<file path="config.mk">
export PLATFORM = sky130hd
export DESIGN_NAME = dot_dram_end_flat
export DESIGN_NICKNAME = d
export VERILOG_FILES = /design/src/pkg/dot_pkg.sv /design/src/pkg/dot_link_if.sv /design/src/rtl/dot_dram_end.sv /design/src/flat_wrapper.sv
export SDC_FILE = /design/constraint.sdc
export NUM_CORES = 1
export LEC_CHECK = 0
export ABC_AREA = 1
export BUFFER_PORTS_ARGS = -buffer_cell sky130_fd_sc_hd__buf_2
export CAP_MARGIN = 20
export CORE_MARGIN = 10
export CORE_UTILIZATION = 45
export CTS_BUF_LIST = sky130_fd_sc_hd__clkbuf_4 sky130_fd_sc_hd__clkbuf_8 sky130_fd_sc_hd__clkbuf_16
export CTS_CLUSTER_DIAMETER = 120
export DETAILED_ROUTE_END_ITERATION = 16
export SLEW_MARGIN = 20
export SYNTH_ARGS = -nofsm -noshare
export SYNTH_HDL_FRONTEND = slang
export SYNTH_SLANG_ARGS = --single-unit
</file>
<file path="constraint.sdc">
create_clock -name clk_sys -period 2.7 [get_ports clk_sys]
set_input_delay 0.27 -clock clk_sys [delete_from_list [all_inputs] [get_ports clk_sys]]
set_output_delay 0.27 -clock clk_sys [all_outputs]
set_load 0.05 [all_outputs]
</file>
<file path="src/pkg/dot_pkg.sv">
`default_nettype none
package dot_pkg;
    localparam int CLK_PERIOD_PS = 8000;
    // Mode and latencies in link cycles
    localparam logic [4:0] CWL_RESET   = 5'h05;
    localparam logic [4:0] AL_RESET    = 5'h00;
    localparam logic [4:0] SYNC_OFFSET = 5'h02;
    localparam logic [4:0] ANPD_OFFSET = 5'h01;
    // Asynchronous delays, in ps as printed style, converted to cycles
    localparam int AONPD_MIN_PS = 2000;
    localparam int AONPD_MAX_PS = 8500;
    localparam int AOFPD_MIN_PS = 2000;
    localparam int AOFPD_MAX_PS = 8500;
    localparam logic [4:0] AONPD_MIN_CYC = 5'((AONPD_MIN_PS + CLK_PERIOD_PS - 1) / CLK_PERIOD_PS);
    localparam logic [4:0] AONPD_MAX_CYC = 5'((AONPD_MAX_PS / CLK_PERIOD_PS) < 1 ? 1 : AONPD_MAX_PS / CLK_PERIOD_PS);
    localparam logic [4:0] AOFPD_MIN_CYC = 5'((AOFPD_MIN_PS + CLK_PERIOD_PS - 1) / CLK_PERIOD_PS);
    localparam logic [4:0] AOFPD_MAX_CYC = 5'((AOFPD_MAX_PS / CLK_PERIOD_PS) < 1 ? 1 : AOFPD_MAX_PS / CLK_PERIOD_PS);
    localparam logic [4:0] CPDED_CYC = 5'h01;
    localparam logic [7:0] RFC_CYC   = 8'h0e;
    localparam logic [4:0] XPDLL_CYC = 5'h0a;
    localparam logic [5:0] PIPE_LEN  = 6'h20;
endpackage : dot_pkg
`default_nettype wire

</file>
<file path="src/pkg/dot_link_if.sv">
`timescale 1ns/100ps
`default_nettype none
interface dot_link_if;
    logic odt;
    logic cke;
    logic refresh;
    logic rttOn;
    modport ctrl (output odt, output cke, output refresh, input rttOn);
    modport dram (input odt, input cke, input refresh, output rttOn);
endinterface : dot_link_if
`default_nettype wire

</file>
<file path="src/rtl/dot_dram_end.sv">
`timescale 1ns/100ps
`default_nettype none
module dot_dram_end
    import dot_pkg::*;
(
    input  wire logic       clk_sys,
    input  wire logic       resetn,
    dot_link_if.dram        link,
    input  wire logic       dllFreezeEn,
    input  wire logic [4:0] cwl,
    input  wire logic [4:0] al,
    output logic            asyncMode,
    output logic            inWindow
);
    typedef struct packed {
        logic [1:0]           odtSync;
        logic [1:0]           ckeSync;
        logic [1:0]           refSync;
        logic                 ckePrev;
        logic [PIPE_LEN-1:0]  odtPipe;
        logic                 rtt;
        logic                 async;
        logic                 win;
        logic [7:0]           winCnt;
        logic [7:0]           rfcCnt;
        logic                 asyncOdt;
        logic [4:0]           asyncCnt;
    } dot_dram_st_t;

    dot_dram_st_t s_reg, s_next;
    logic [4:0] syncLat;
    logic       odtIn, ckeIn;

    assign odtIn = s_reg.odtSync[1];
    assign ckeIn = s_reg.ckeSync[1];

    always_comb
    begin
        s_next = s_reg;
        syncLat = 5'(cwl + al - SYNC_OFFSET);
        s_next.odtSync = {s_reg.odtSync[0], link.odt};
        s_next.ckeSync = {s_reg.ckeSync[0], link.cke};
        s_next.refSync = {s_reg.refSync[0], link.refresh};
        s_next.ckePrev = ckeIn;
        s_next.odtPipe = {s_reg.odtPipe[PIPE_LEN-2:0], odtIn};
        if (s_reg.rfcCnt != 8'h00)
            s_next.rfcCnt = s_reg.rfcCnt - 8'h01;
        if (s_reg.refSync[1])
            s_next.rfcCnt = RFC_CYC;
        // Asynchronous only once powered down with frozen DLL
        s_next.async = dllFreezeEn && !ckeIn;
        // Window: entry stretch of tCPDED or running refresh, exit of tXPDLL
        if (s_reg.winCnt != 8'h00)
            s_next.winCnt = s_reg.winCnt - 8'h01;
        if (dllFreezeEn && s_reg.ckePrev && !ckeIn)
            s_next.winCnt = (s_reg.rfcCnt > 8'(CPDED_CYC)) ? s_reg.rfcCnt : 8'(CPDED_CYC);
        if (dllFreezeEn && !s_reg.ckePrev && ckeIn)
            s_next.winCnt = (s_reg.winCnt > 8'(XPDLL_CYC)) ? s_reg.winCnt : 8'(XPDLL_CYC);
        s_next.win = s_next.winCnt != 8'h00;
        // Asynchronous path: raw ODT with fixed delay, no AL
        if (odtIn != s_reg.asyncOdt)
        begin
            s_next.asyncCnt = s_reg.asyncCnt + 5'h01;
            if (s_reg.asyncCnt + 5'h01 >= (odtIn ? AONPD_MIN_CYC : AOFPD_MIN_CYC))
            begin
                s_next.asyncOdt = odtIn;
                s_next.asyncCnt = 5'h00;
            end
        end
        else
            s_next.asyncCnt = 5'h00;
        // Window allows either; we pick asynchronous which meets bounds
        if (s_reg.async || s_reg.win)
            s_next.rtt = s_reg.asyncOdt;
        else
            s_next.rtt = (syncLat == 5'h00) ? odtIn : s_reg.odtPipe[syncLat - 5'h01];
        if (!resetn)
        begin
            s_next = '0;
        end
    end

    always_ff @(posedge clk_sys)
        s_reg <= s_next;

    always_comb
    begin
        link.rttOn = s_reg.rtt;
        asyncMode  = s_reg.async;
        inWindow   = s_reg.win;
    end
endmodule : dot_dram_end
`default_nettype wire

</file>
<file path="src/flat_wrapper.sv">
// flat-port wrapper written by rule: the top's interface ports become plain ports
module dot_dram_end_flat import dot_pkg::*;
  (clk_sys, resetn, dllFreezeEn, cwl, al, asyncMode, inWindow, link_odt, link_cke, link_refresh, link_rttOn);
  dot_link_if link_i ();
  input  wire logic clk_sys;
  input  wire logic resetn;
  input  wire logic dllFreezeEn;
  input  wire logic [4:0] cwl;
  input  wire logic [4:0] al;
  output logic asyncMode;
  output logic inWindow;
  input wire logic [$bits(link_i.odt)-1:0] link_odt;
  input wire logic [$bits(link_i.cke)-1:0] link_cke;
  input wire logic [$bits(link_i.refresh)-1:0] link_refresh;
  output wire logic [$bits(link_i.rttOn)-1:0] link_rttOn;
  assign link_i.odt = link_odt;
  assign link_i.cke = link_cke;
  assign link_i.refresh = link_refresh;
  assign link_rttOn = link_i.rttOn;
  dot_dram_end u_core (.clk_sys(clk_sys), .resetn(resetn), .link(link_i), .dllFreezeEn(dllFreezeEn), .cwl(cwl), .al(al), .asyncMode(asyncMode), .inWindow(inWindow));
endmodule
</file>
# Word-level counts from Yosys, hierarchy flattened
# Cells that the tools add are included.
# word_totals
register_bits	64
latch_bits	0
ramBits	0
romBits	0
out_inout_bits	3
word_cells	53
mem_count	0
# op_classes
n_addsub	6
multipliers	0
div	0
n_lt_le_gt_ge	4
eq_ne	1
shift	0
muxes	11
bitwise	2
reduce_logical	16
# op_table
cell	count
8-bit two-way mux	5
8-bit nonzero test	3
8-bit by 1-bit subtractor with 8-bit output (second input constant)	2
8-bit by 1-bit > comparator with 1-bit output (second input constant)	1
8-bit by 4-bit > comparator with 1-bit output (second input constant)	1
4-bit two-way mux	2
5-bit by 6-bit less-than comparator with 1-bit output (second input constant)	1
5-bit by 1-bit adder with 5-bit output (second input constant)	1
5-bit adder	1
1-bit binary-select mux with 5-bit select	1
5-bit by 1-bit >= comparator with 1-bit output (second input constant)	1
1-bit logical AND	5
5-bit logical NOT	1
5-bit by 1-bit subtractor with 5-bit output (second input constant)	1
5-bit by 2-bit subtractor with 5-bit output (second input constant)	1
1-bit two-way mux	3
3-bit OR reduction	1
1-bit logical NOT	2
1-bit inverter	2
2-bit AND reduction	1
2-bit nonzero test	1
2-bit OR reduction	1
1-bit logical OR	1
1-bit inequality test	1

# Logic depth before layout (Yosys ltp)
# Gate-level depths: netlist of the first run.
# depth
word_depth	7
ltp_mapped	15
ltp_nobuf	15

# Worst setup path after synthesis of the first run
# OpenSTA, ideal clock, no wires.
# synth_path
path_kind	input -> register
from	in cwl[1]
to	reg u_core.s_reg, in the netlist u_core.link.rttOn
setup_time_ps	70
arrival_ps	2070
required_time_ps	2630
slack_ps	560
stages	12
path_cell_list	inv_1 ha_1 inv_1 ha_1 fa_1 xnor2_1 inv_1 nand3_1 nand3_1 nand3_1 nand3_1 a21oi_1
# synth_via
elab_chain_cells	7
elab_cells_between_ends	8
classes_between	add/sub (3); mux (4); reduce/logical (1)
# synth_lines
item	line_no	source
start: declaration	flat_wrapper.sv:8	input wire logic [4:0] cwl;
5-bit adder (*)	dot_dram_end.sv:40	syncLat = 5'(cwl + al - SYNC_OFFSET);
5-bit by 2-bit subtractor with 5-bit output (*)	dot_dram_end.sv:40	
5-bit by 1-bit subtractor with 5-bit output	dot_dram_end.sv:76	s_next.rtt = (syncLat == 5'h00) ? odtIn : s_reg.odtPipe[syncLat - 5'h01];
1-bit binary-select mux with 5-bit select	dot_dram_end.sv:76	
1-bit two-way mux (implied by the code)	dot_dram_end.sv:76	
1-bit two-way mux (*)	dot_dram_end.sv:76	
1-bit two-way mux (*)	dot_dram_end.sv:73	if (s_reg.async || s_reg.win)
end signal: assignment	dot_dram_end.sv:84	s_reg <= s_next;
end: declaration	dot_dram_end.sv:30	dot_dram_st_t s_reg, s_next;
# Mark *: on every way between the ends. The rest lies on a longest branch, timed or not. The select of a mux whose other input is x is not followed.
# A chain may end at the register's enable or synchronous reset.

# Worst setup path after layout of the first run
# Ends and elaborated chain as after synthesis.

==> results by group, run 1 <==
Synth
  • Main combinational cell family by area after synthesis: simple AND/OR/NAND/NOR gates
  • Post-Synth Simple-Gate Area: 33.20%
  • Area contributors post-synth: dfxtp_1 40%, nand2_1 17%, inv_1 11%
  • Yosys warns: 0
  • XOR/XNOR Fraction of Synth Area: 2.706%
  • Adder-cell share of the synthesized area: 6.803%
  • Seq cells post-synth: 64
  • Post-synth top area share: 39.58%
  • Register area share after synthesis: 39.58%
  • Post-synthesis mux area share: 0%
  • Post-synthesis cell count: 480
  • Syn_area_per_cell: 6.743 sq um
  • Compound-cell area share of the yosys netlist: 4.329%
  • Netlist Area Pre-Place: 3237 sq um
  • Synth area leader: dfxtp_1
  • Library cells used by synthesis: 27

Layout
  • Final net count: 538
  • Share of layout cells above drive strength 1: 11.37%
  • Area grow syn2layout: 11.21%
  • Fin area: 3600 sq um
  • # diodes: 0
  • Max FFs per register: 59

Clocking
  • CTS Root Cell: clkbuf_8
  • Clock Tree Buf Depth: 2
  • Setup Fix Bufs, Post-CTS: 0
  • Clk Latency, worst-skew pair: 340 ps
  • Quantity of gates resized following cts: 0
  • CTS tree: done
  • Clock Pin Slew Worst Setup and Hold Paths: 70 ps
  • # H-tree levels: 3
  • Post-cts hold buffer count: 0
  • CTS Sinks: 64
  • CTS buffer count: 9

Hold path
  • HP Start: link_cke
  • Worst hold path type: primary input to register

Detailed routing
  • WL/cell: 9.983 microns
  • Drt initial violations: 89
  • Post-DRT Antenna Nets: 0
  • Vias per std cell: 4.360
  • Via count: 2642
  • Drt total wl: 6050 microns
  • DRC violations left: 0
  • DRT Pass-1 Iters: 4

Critical path
  • Worst Setup SP: cwl[1]
  • CP required: 2960 ps
  • Worst Setup End Kind: register
  • CP Launch Type: primary input
  • WP data arrival: 2440 ps
  • Critical R2R Launch: u_core.s_reg[6]$_SDFFE_PP0P_
  • Critical path class: primary input to register
  • Crit path max fanout: 5

STA
  • Post-layout min period: 2178 ps
  • Final setup vio count: 0
  • Final Max Tran Viols: 0
  • Fmax: 459.0 MHz
  • Clock skew: 10.51 ps
  • RSZ-0062 raised after global routing: false
  • Count of final hold-check violations: 0
  • Setup_tns: 0 ps
  • Tcrit/Tclk final: 80.68%

Global route
  • GRT Overall Usage: 11.63%
  • Global route overflow: 0
  • First-pass GRT wire length: 10790 microns
  • Antenna violations before repair: 0
  • Number of global-route vias before repair: 2517
  • Largest net degree at the start of global routing: 43

Power
  • Pleak: 2.042 nW
  • VDD IR max: 482.3 uV
  • Cell Pwr Density: 907.6 nW/um^2

Floorplan
  • Die X: 104.8 microns
  • Initial core utilization: 46.87%
  • Die area: 10990 sq um
  • Core region area: 6907 sq um
  • Row cnt: 30
  • Ports: 19
  • Die Span Y: 104.8 microns

Placement
  • Hpwl dp: 4527 microns
  • Final GP Congestion: 0.8132
  • Post-DP Area: 3418 sq um
  • Buffers on Ports: 18

Run
  • Max Cap Viol: 0

Status
  • Status: completed
## synth_stat cells (all sizes together)
| cell | n |
|---|---|
| nand2 | 149 |
| xor2 | 7 |
| a21oi | 8 |
| nor2 | 56 |
| nand3b | 1 |
| or2 | 1 |
| o21ai | 20 |
| nand4 | 3 |
| xnor2 | 3 |
| clkbuf | 7 |
| fa | 1 |
| nand3 | 40 |
| inv | 98 |
| ha | 16 |
| conb | 1 |
| dfxtp | 64 |
| buf | 3 |
| nor3 | 2 |
## layer usage
layer	global-route usage [%]	share of wire, %	vias to the layer above
met4	5.784	1.4	0
met1	14.58	53	1125
met3	2.948	2.5	6
met5	0	0	-
met2	18.10	43	24
li1	-	-	1487
## cell families (layout without fill, tap and decap cells)
logic type | after synthesis | after routing
simple gates | 252 | 252
buf+inv | 108 | 134
flops | 64 | 64
compound gates | 28 | 28
fa+ha+maj | 17 | 17
xor+xnor | 10 | 10
other cells | 1 | 5
## final timing paths
| kind | end | cells after the start | slack, ps |
|---|---|---|---|
| worst max-delay path | u_core.link.rttOn$_SDFF_PN0_ | 13 | 520 |
| worst min register to register | u_core.odtIn$_SDFF_PN0_ | 2 | 420 |
| worst max register to register | u_core.inWindow$_SDFF_PN0_ | 12 | 950 |
| worst min-delay path | u_core.s_reg[60]$_SDFF_PN0_ | 3 | 110 |
## cell type report
cell class	count	area [sq um]
well taps	96	120.1
flip-flops and latches	64	1281
inverters	98	370.4
repair buffers	20	105.1
clock buffers	10	137.6
clock inverters	6	43.79
fillers	718	3307
multi-input cells	312	1541
## layout by cell type, fill, tap and decap left out, types with 4 or more instances in the layout
master / Yosys / routed
ha_1: 16 / 16
a21oi_1: 8 / 8
conb_1: 1 / 5
nand2_2: 4 / 4
clkbuf_8: 1 / 10
xor2_1: 7 / 7
dfxtp_1: 64 / 64
inv_2: 6 / 6
buf_2: 0 / 18
o21ai_0: 17 / 17
nand2_1: 144 / 144
nand3_1: 37 / 37
nor2_1: 50 / 50
inv_1: 91 / 91
## metrics by stage
stage | setup WS [ps] | hold slack [ps] | cells | power [mW] | utilization [%]
6_report | 521.6 | 107.2 | 606 | 3.267 | 52.12
4_1_cts | 547.5 | 84.30 | 606 | 3.297 | 52.12
2_1_floorplan | 559.9 | 367.6 | 484 | 2.291 | -
5_1_grt | 332.8 | 94.35 | 606 | 3.565 | 52.12
3_3_place_gp | 297.5 | 402.4 | 590 | 2.535 | 49.49
3_5_place_dp | 201.3 | 402.8 | 590 | 2.551 | 49.49
## critical path, stage by stage
cell     delay [ps]
buf_2            70
inv_1            30
ha_1            260
inv_1            40
ha_1            210
fa_1            480
xnor2_1         400
inv_1           180
nand3_1         120
nand3_1          70
nand3_1          90
nand3_1          80
a21oi_1         140
## where the power goes
part,internal [mW],switching [mW],total (mW)
clock,0.360,0.370,0.730
sequential,1.06,0.113,1.17
combinational,0.487,0.879,1.37
total,1.91,1.36,3.27
Note: power is estimated with default switching activity, not from simulation.
==> run 2, diff against run 1 <==
==> constraint.sdc (replaced) <==
create_clock -name clk_sys -period 2.2 [get_ports clk_sys]
set_input_delay 0.22 -clock clk_sys [delete_from_list [all_inputs] [get_ports clk_sys]]
set_output_delay 0.22 -clock clk_sys [all_outputs]
set_load 0.05 [all_outputs]
==> run 2 against run 1 <==
  * Die area is the same
  * Combinational power grew 24%
  * Global-route usage shrank 0.26 points
==> results by group, run 2 (synthesized netlist as in run 1, its figures left out) <==
Power
  • Sequential share of power: 34.6%
  • Switching portion of total power: 39.87%
  • Overall power: 4.151 mW
  • VDD IR max: 581.4 uV
  • Pleak: 2.070 nW
  • Logic gate share of total power: 40.9%
  • Clock power share: 24.6%
  • Internal Pwr Total: 2.496 mW
  • Cell Pwr Density: 1136 nW/um^2
  • Sw Pwr: 1.655 mW

Clocking
  • Clock Tree Buf Depth: 2
  • Setup Fix Bufs, Post-CTS: 0
  • Clock Pin Slew Worst Setup and Hold Paths: 70 ps
  • CTS tree: done
  • Clk Latency, worst-skew pair: 330 ps
  • CTS Root Cell: clkbuf_8
  • Quantity of gates resized following cts: 0
  • CTS buffer count: 9
  • CTS Sinks: 64
  • Post-cts hold buffer count: 0
  • # H-tree levels: 3

Critical path
  • WP data arrival: 2150 ps
  • Crit path max fanout: 4
  • Critical path class: primary input to register
  • Worst Setup End Kind: register
  • CP Launch Type: primary input
  • CP required: 2470 ps

Global route
  • Met3 GRT Util: 2.518%
  • GR Util met1: 15.02%
  • Global route hottest layer: met2
  • GRT Overall Usage: 11.37%
  • Antenna violations before repair: 0
  • Largest net degree at the start of global routing: 43
  • GR Util met2: 17.44%
  • Number of global-route vias before repair: 2477
  • First-pass GRT wire length: 10650 microns
  • Global route overflow: 0

Hold path
  • Worst hold path type: primary input to register

Detailed routing
  • Drt initial violations: 133
  • Vias per std cell: 4.413
  • WL/cell: 10.06 microns
  • DRT Pass-1 Iters: 4
  • Post-DRT Antenna Nets: 0
  • Via count: 2692
  • Drt total wl: 6136 microns
  • DRC violations left: 0

Placement
  • Setup WS pre-CTS: -53.68 ps
  • Buffers on Ports: 18
  • Post-DP Area: 3448 sq um
  • Final GP Congestion: 0.8202
  • Hpwl dp: 4612 microns

Floorplan
  • Ports: 19
  • Initial core utilization: 46.87%
  • Die X: 104.8 microns
  • Row cnt: 30
  • Die Span Y: 104.8 microns
  • Die area: 10990 sq um
  • Core region area: 6907 sq um

Layout
  • # diodes: 0
  • Share of layout cells above drive strength 1: 12.06%
  • Util after Layout: 52.92%
  • Fin area: 3655 sq um
  • Most frequent cells in the layout: 144 x nand2_1, 91 x inv_1, 64 x dfxtp_1, 50 x nor2_1, 37 x nand3_1
  • Sequential Area: 1281 sq um
  • Fillers: 729
  • Commonest non-fill, non-tap cell in the layout: nand2_1
  • Area of the multi-input gates: 1541 sq um
  • Area grow syn2layout: 12.91%
  • Final net count: 542
  • Max FFs per register: 59

STA
  • Final WS setup: 315.6 ps
  • Post-layout min period: 1884 ps
  • Final setup vio count: 0
  • Final Max Tran Viols: 0
  • Setup_tns: 0 ps
  • Fmax: 530.7 MHz
  • Clock skew: 3.011 ps
  • Count of final hold-check violations: 0
  • Tcrit/Tclk final: 85.66%
  • RSZ-0062 raised after global routing: false

Run
  • Max Cap Viol: 0

Status
  • Status: completed
## run 2: changes by cell type in the layout (fill, tap and decap cells not counted), sizes merged
cell / delta
buf: +4
clkinv: -2
bufinv: +1
clkbuf: +1
clkinvlp: +1
inv: -1
## run 2: layout make-up
class / instances / share of cell area (%)
tap: 96 / 3.287
sequential: 64 / 35.06
clock inverter: 5 / 1.506
multi-input combinational: 312 / 42.18
timing repair buffer: 24 / 3.697
clock buffer: 11 / 4.142
inverter: 98 / 10.13
## run 2: critical path, stage by stage
cell and delay (ps):
buf_2 70, inv_1 30, ha_1 260, inv_1 40
ha_1 210, fa_1 470, xnor2_1 260, inv_1 140
nand3_1 120, nand3_1 80, nand3_1 80, nand3_1 70
a21oi_1 110
## run 2: worst paths after layout
path                                    start                      endpoint  slack [ps]  cells past startpoint
setup / recovery                       cwl[1]  u_core.link.rttOn$_SDFF_PN0_         320                     13
hold reg to reg   u_core.s_reg[62]$_SDFF_PN0_       u_core.odtIn$_SDFF_PN0_         410                      2
hold / removal                   link_refresh   u_core.s_reg[58]$_SDFF_PN0_          60                      3
setup reg to reg  u_core.s_reg[14]$_SDFF_PN0_    u_core.inWindow$_SDFF_PN0_         480                     13
## run 2: stage by stage
stage,hold WS (ps),instances
finish,63.57,610
CTS,50.42,610
detailed placement,399.2,594
floorplan,317.6,484
global placement,397.2,594
global route,53.13,610
## run 2: routing by layer
layer,up-vias,part of all wire (%)
met5,-,0
li1,1487,-
met3,9,3.2
met2,34,43
met1,1162,52
met4,0,1.7
## run 2: power groups by stage
stage | clock [mW] | sequential (mW) | combinational, mW
4_1_cts | 1.05 | 1.43 | 1.70
3_5_place_dp | 0 | 1.46 | 1.69
6_report | 1.02 | 1.43 | 1.70
5_1_grt | 1.10 | 1.45 | 1.96
3_3_place_gp | 0 | 1.46 | 1.68
2_1_floorplan | 0 | 1.45 | 1.36
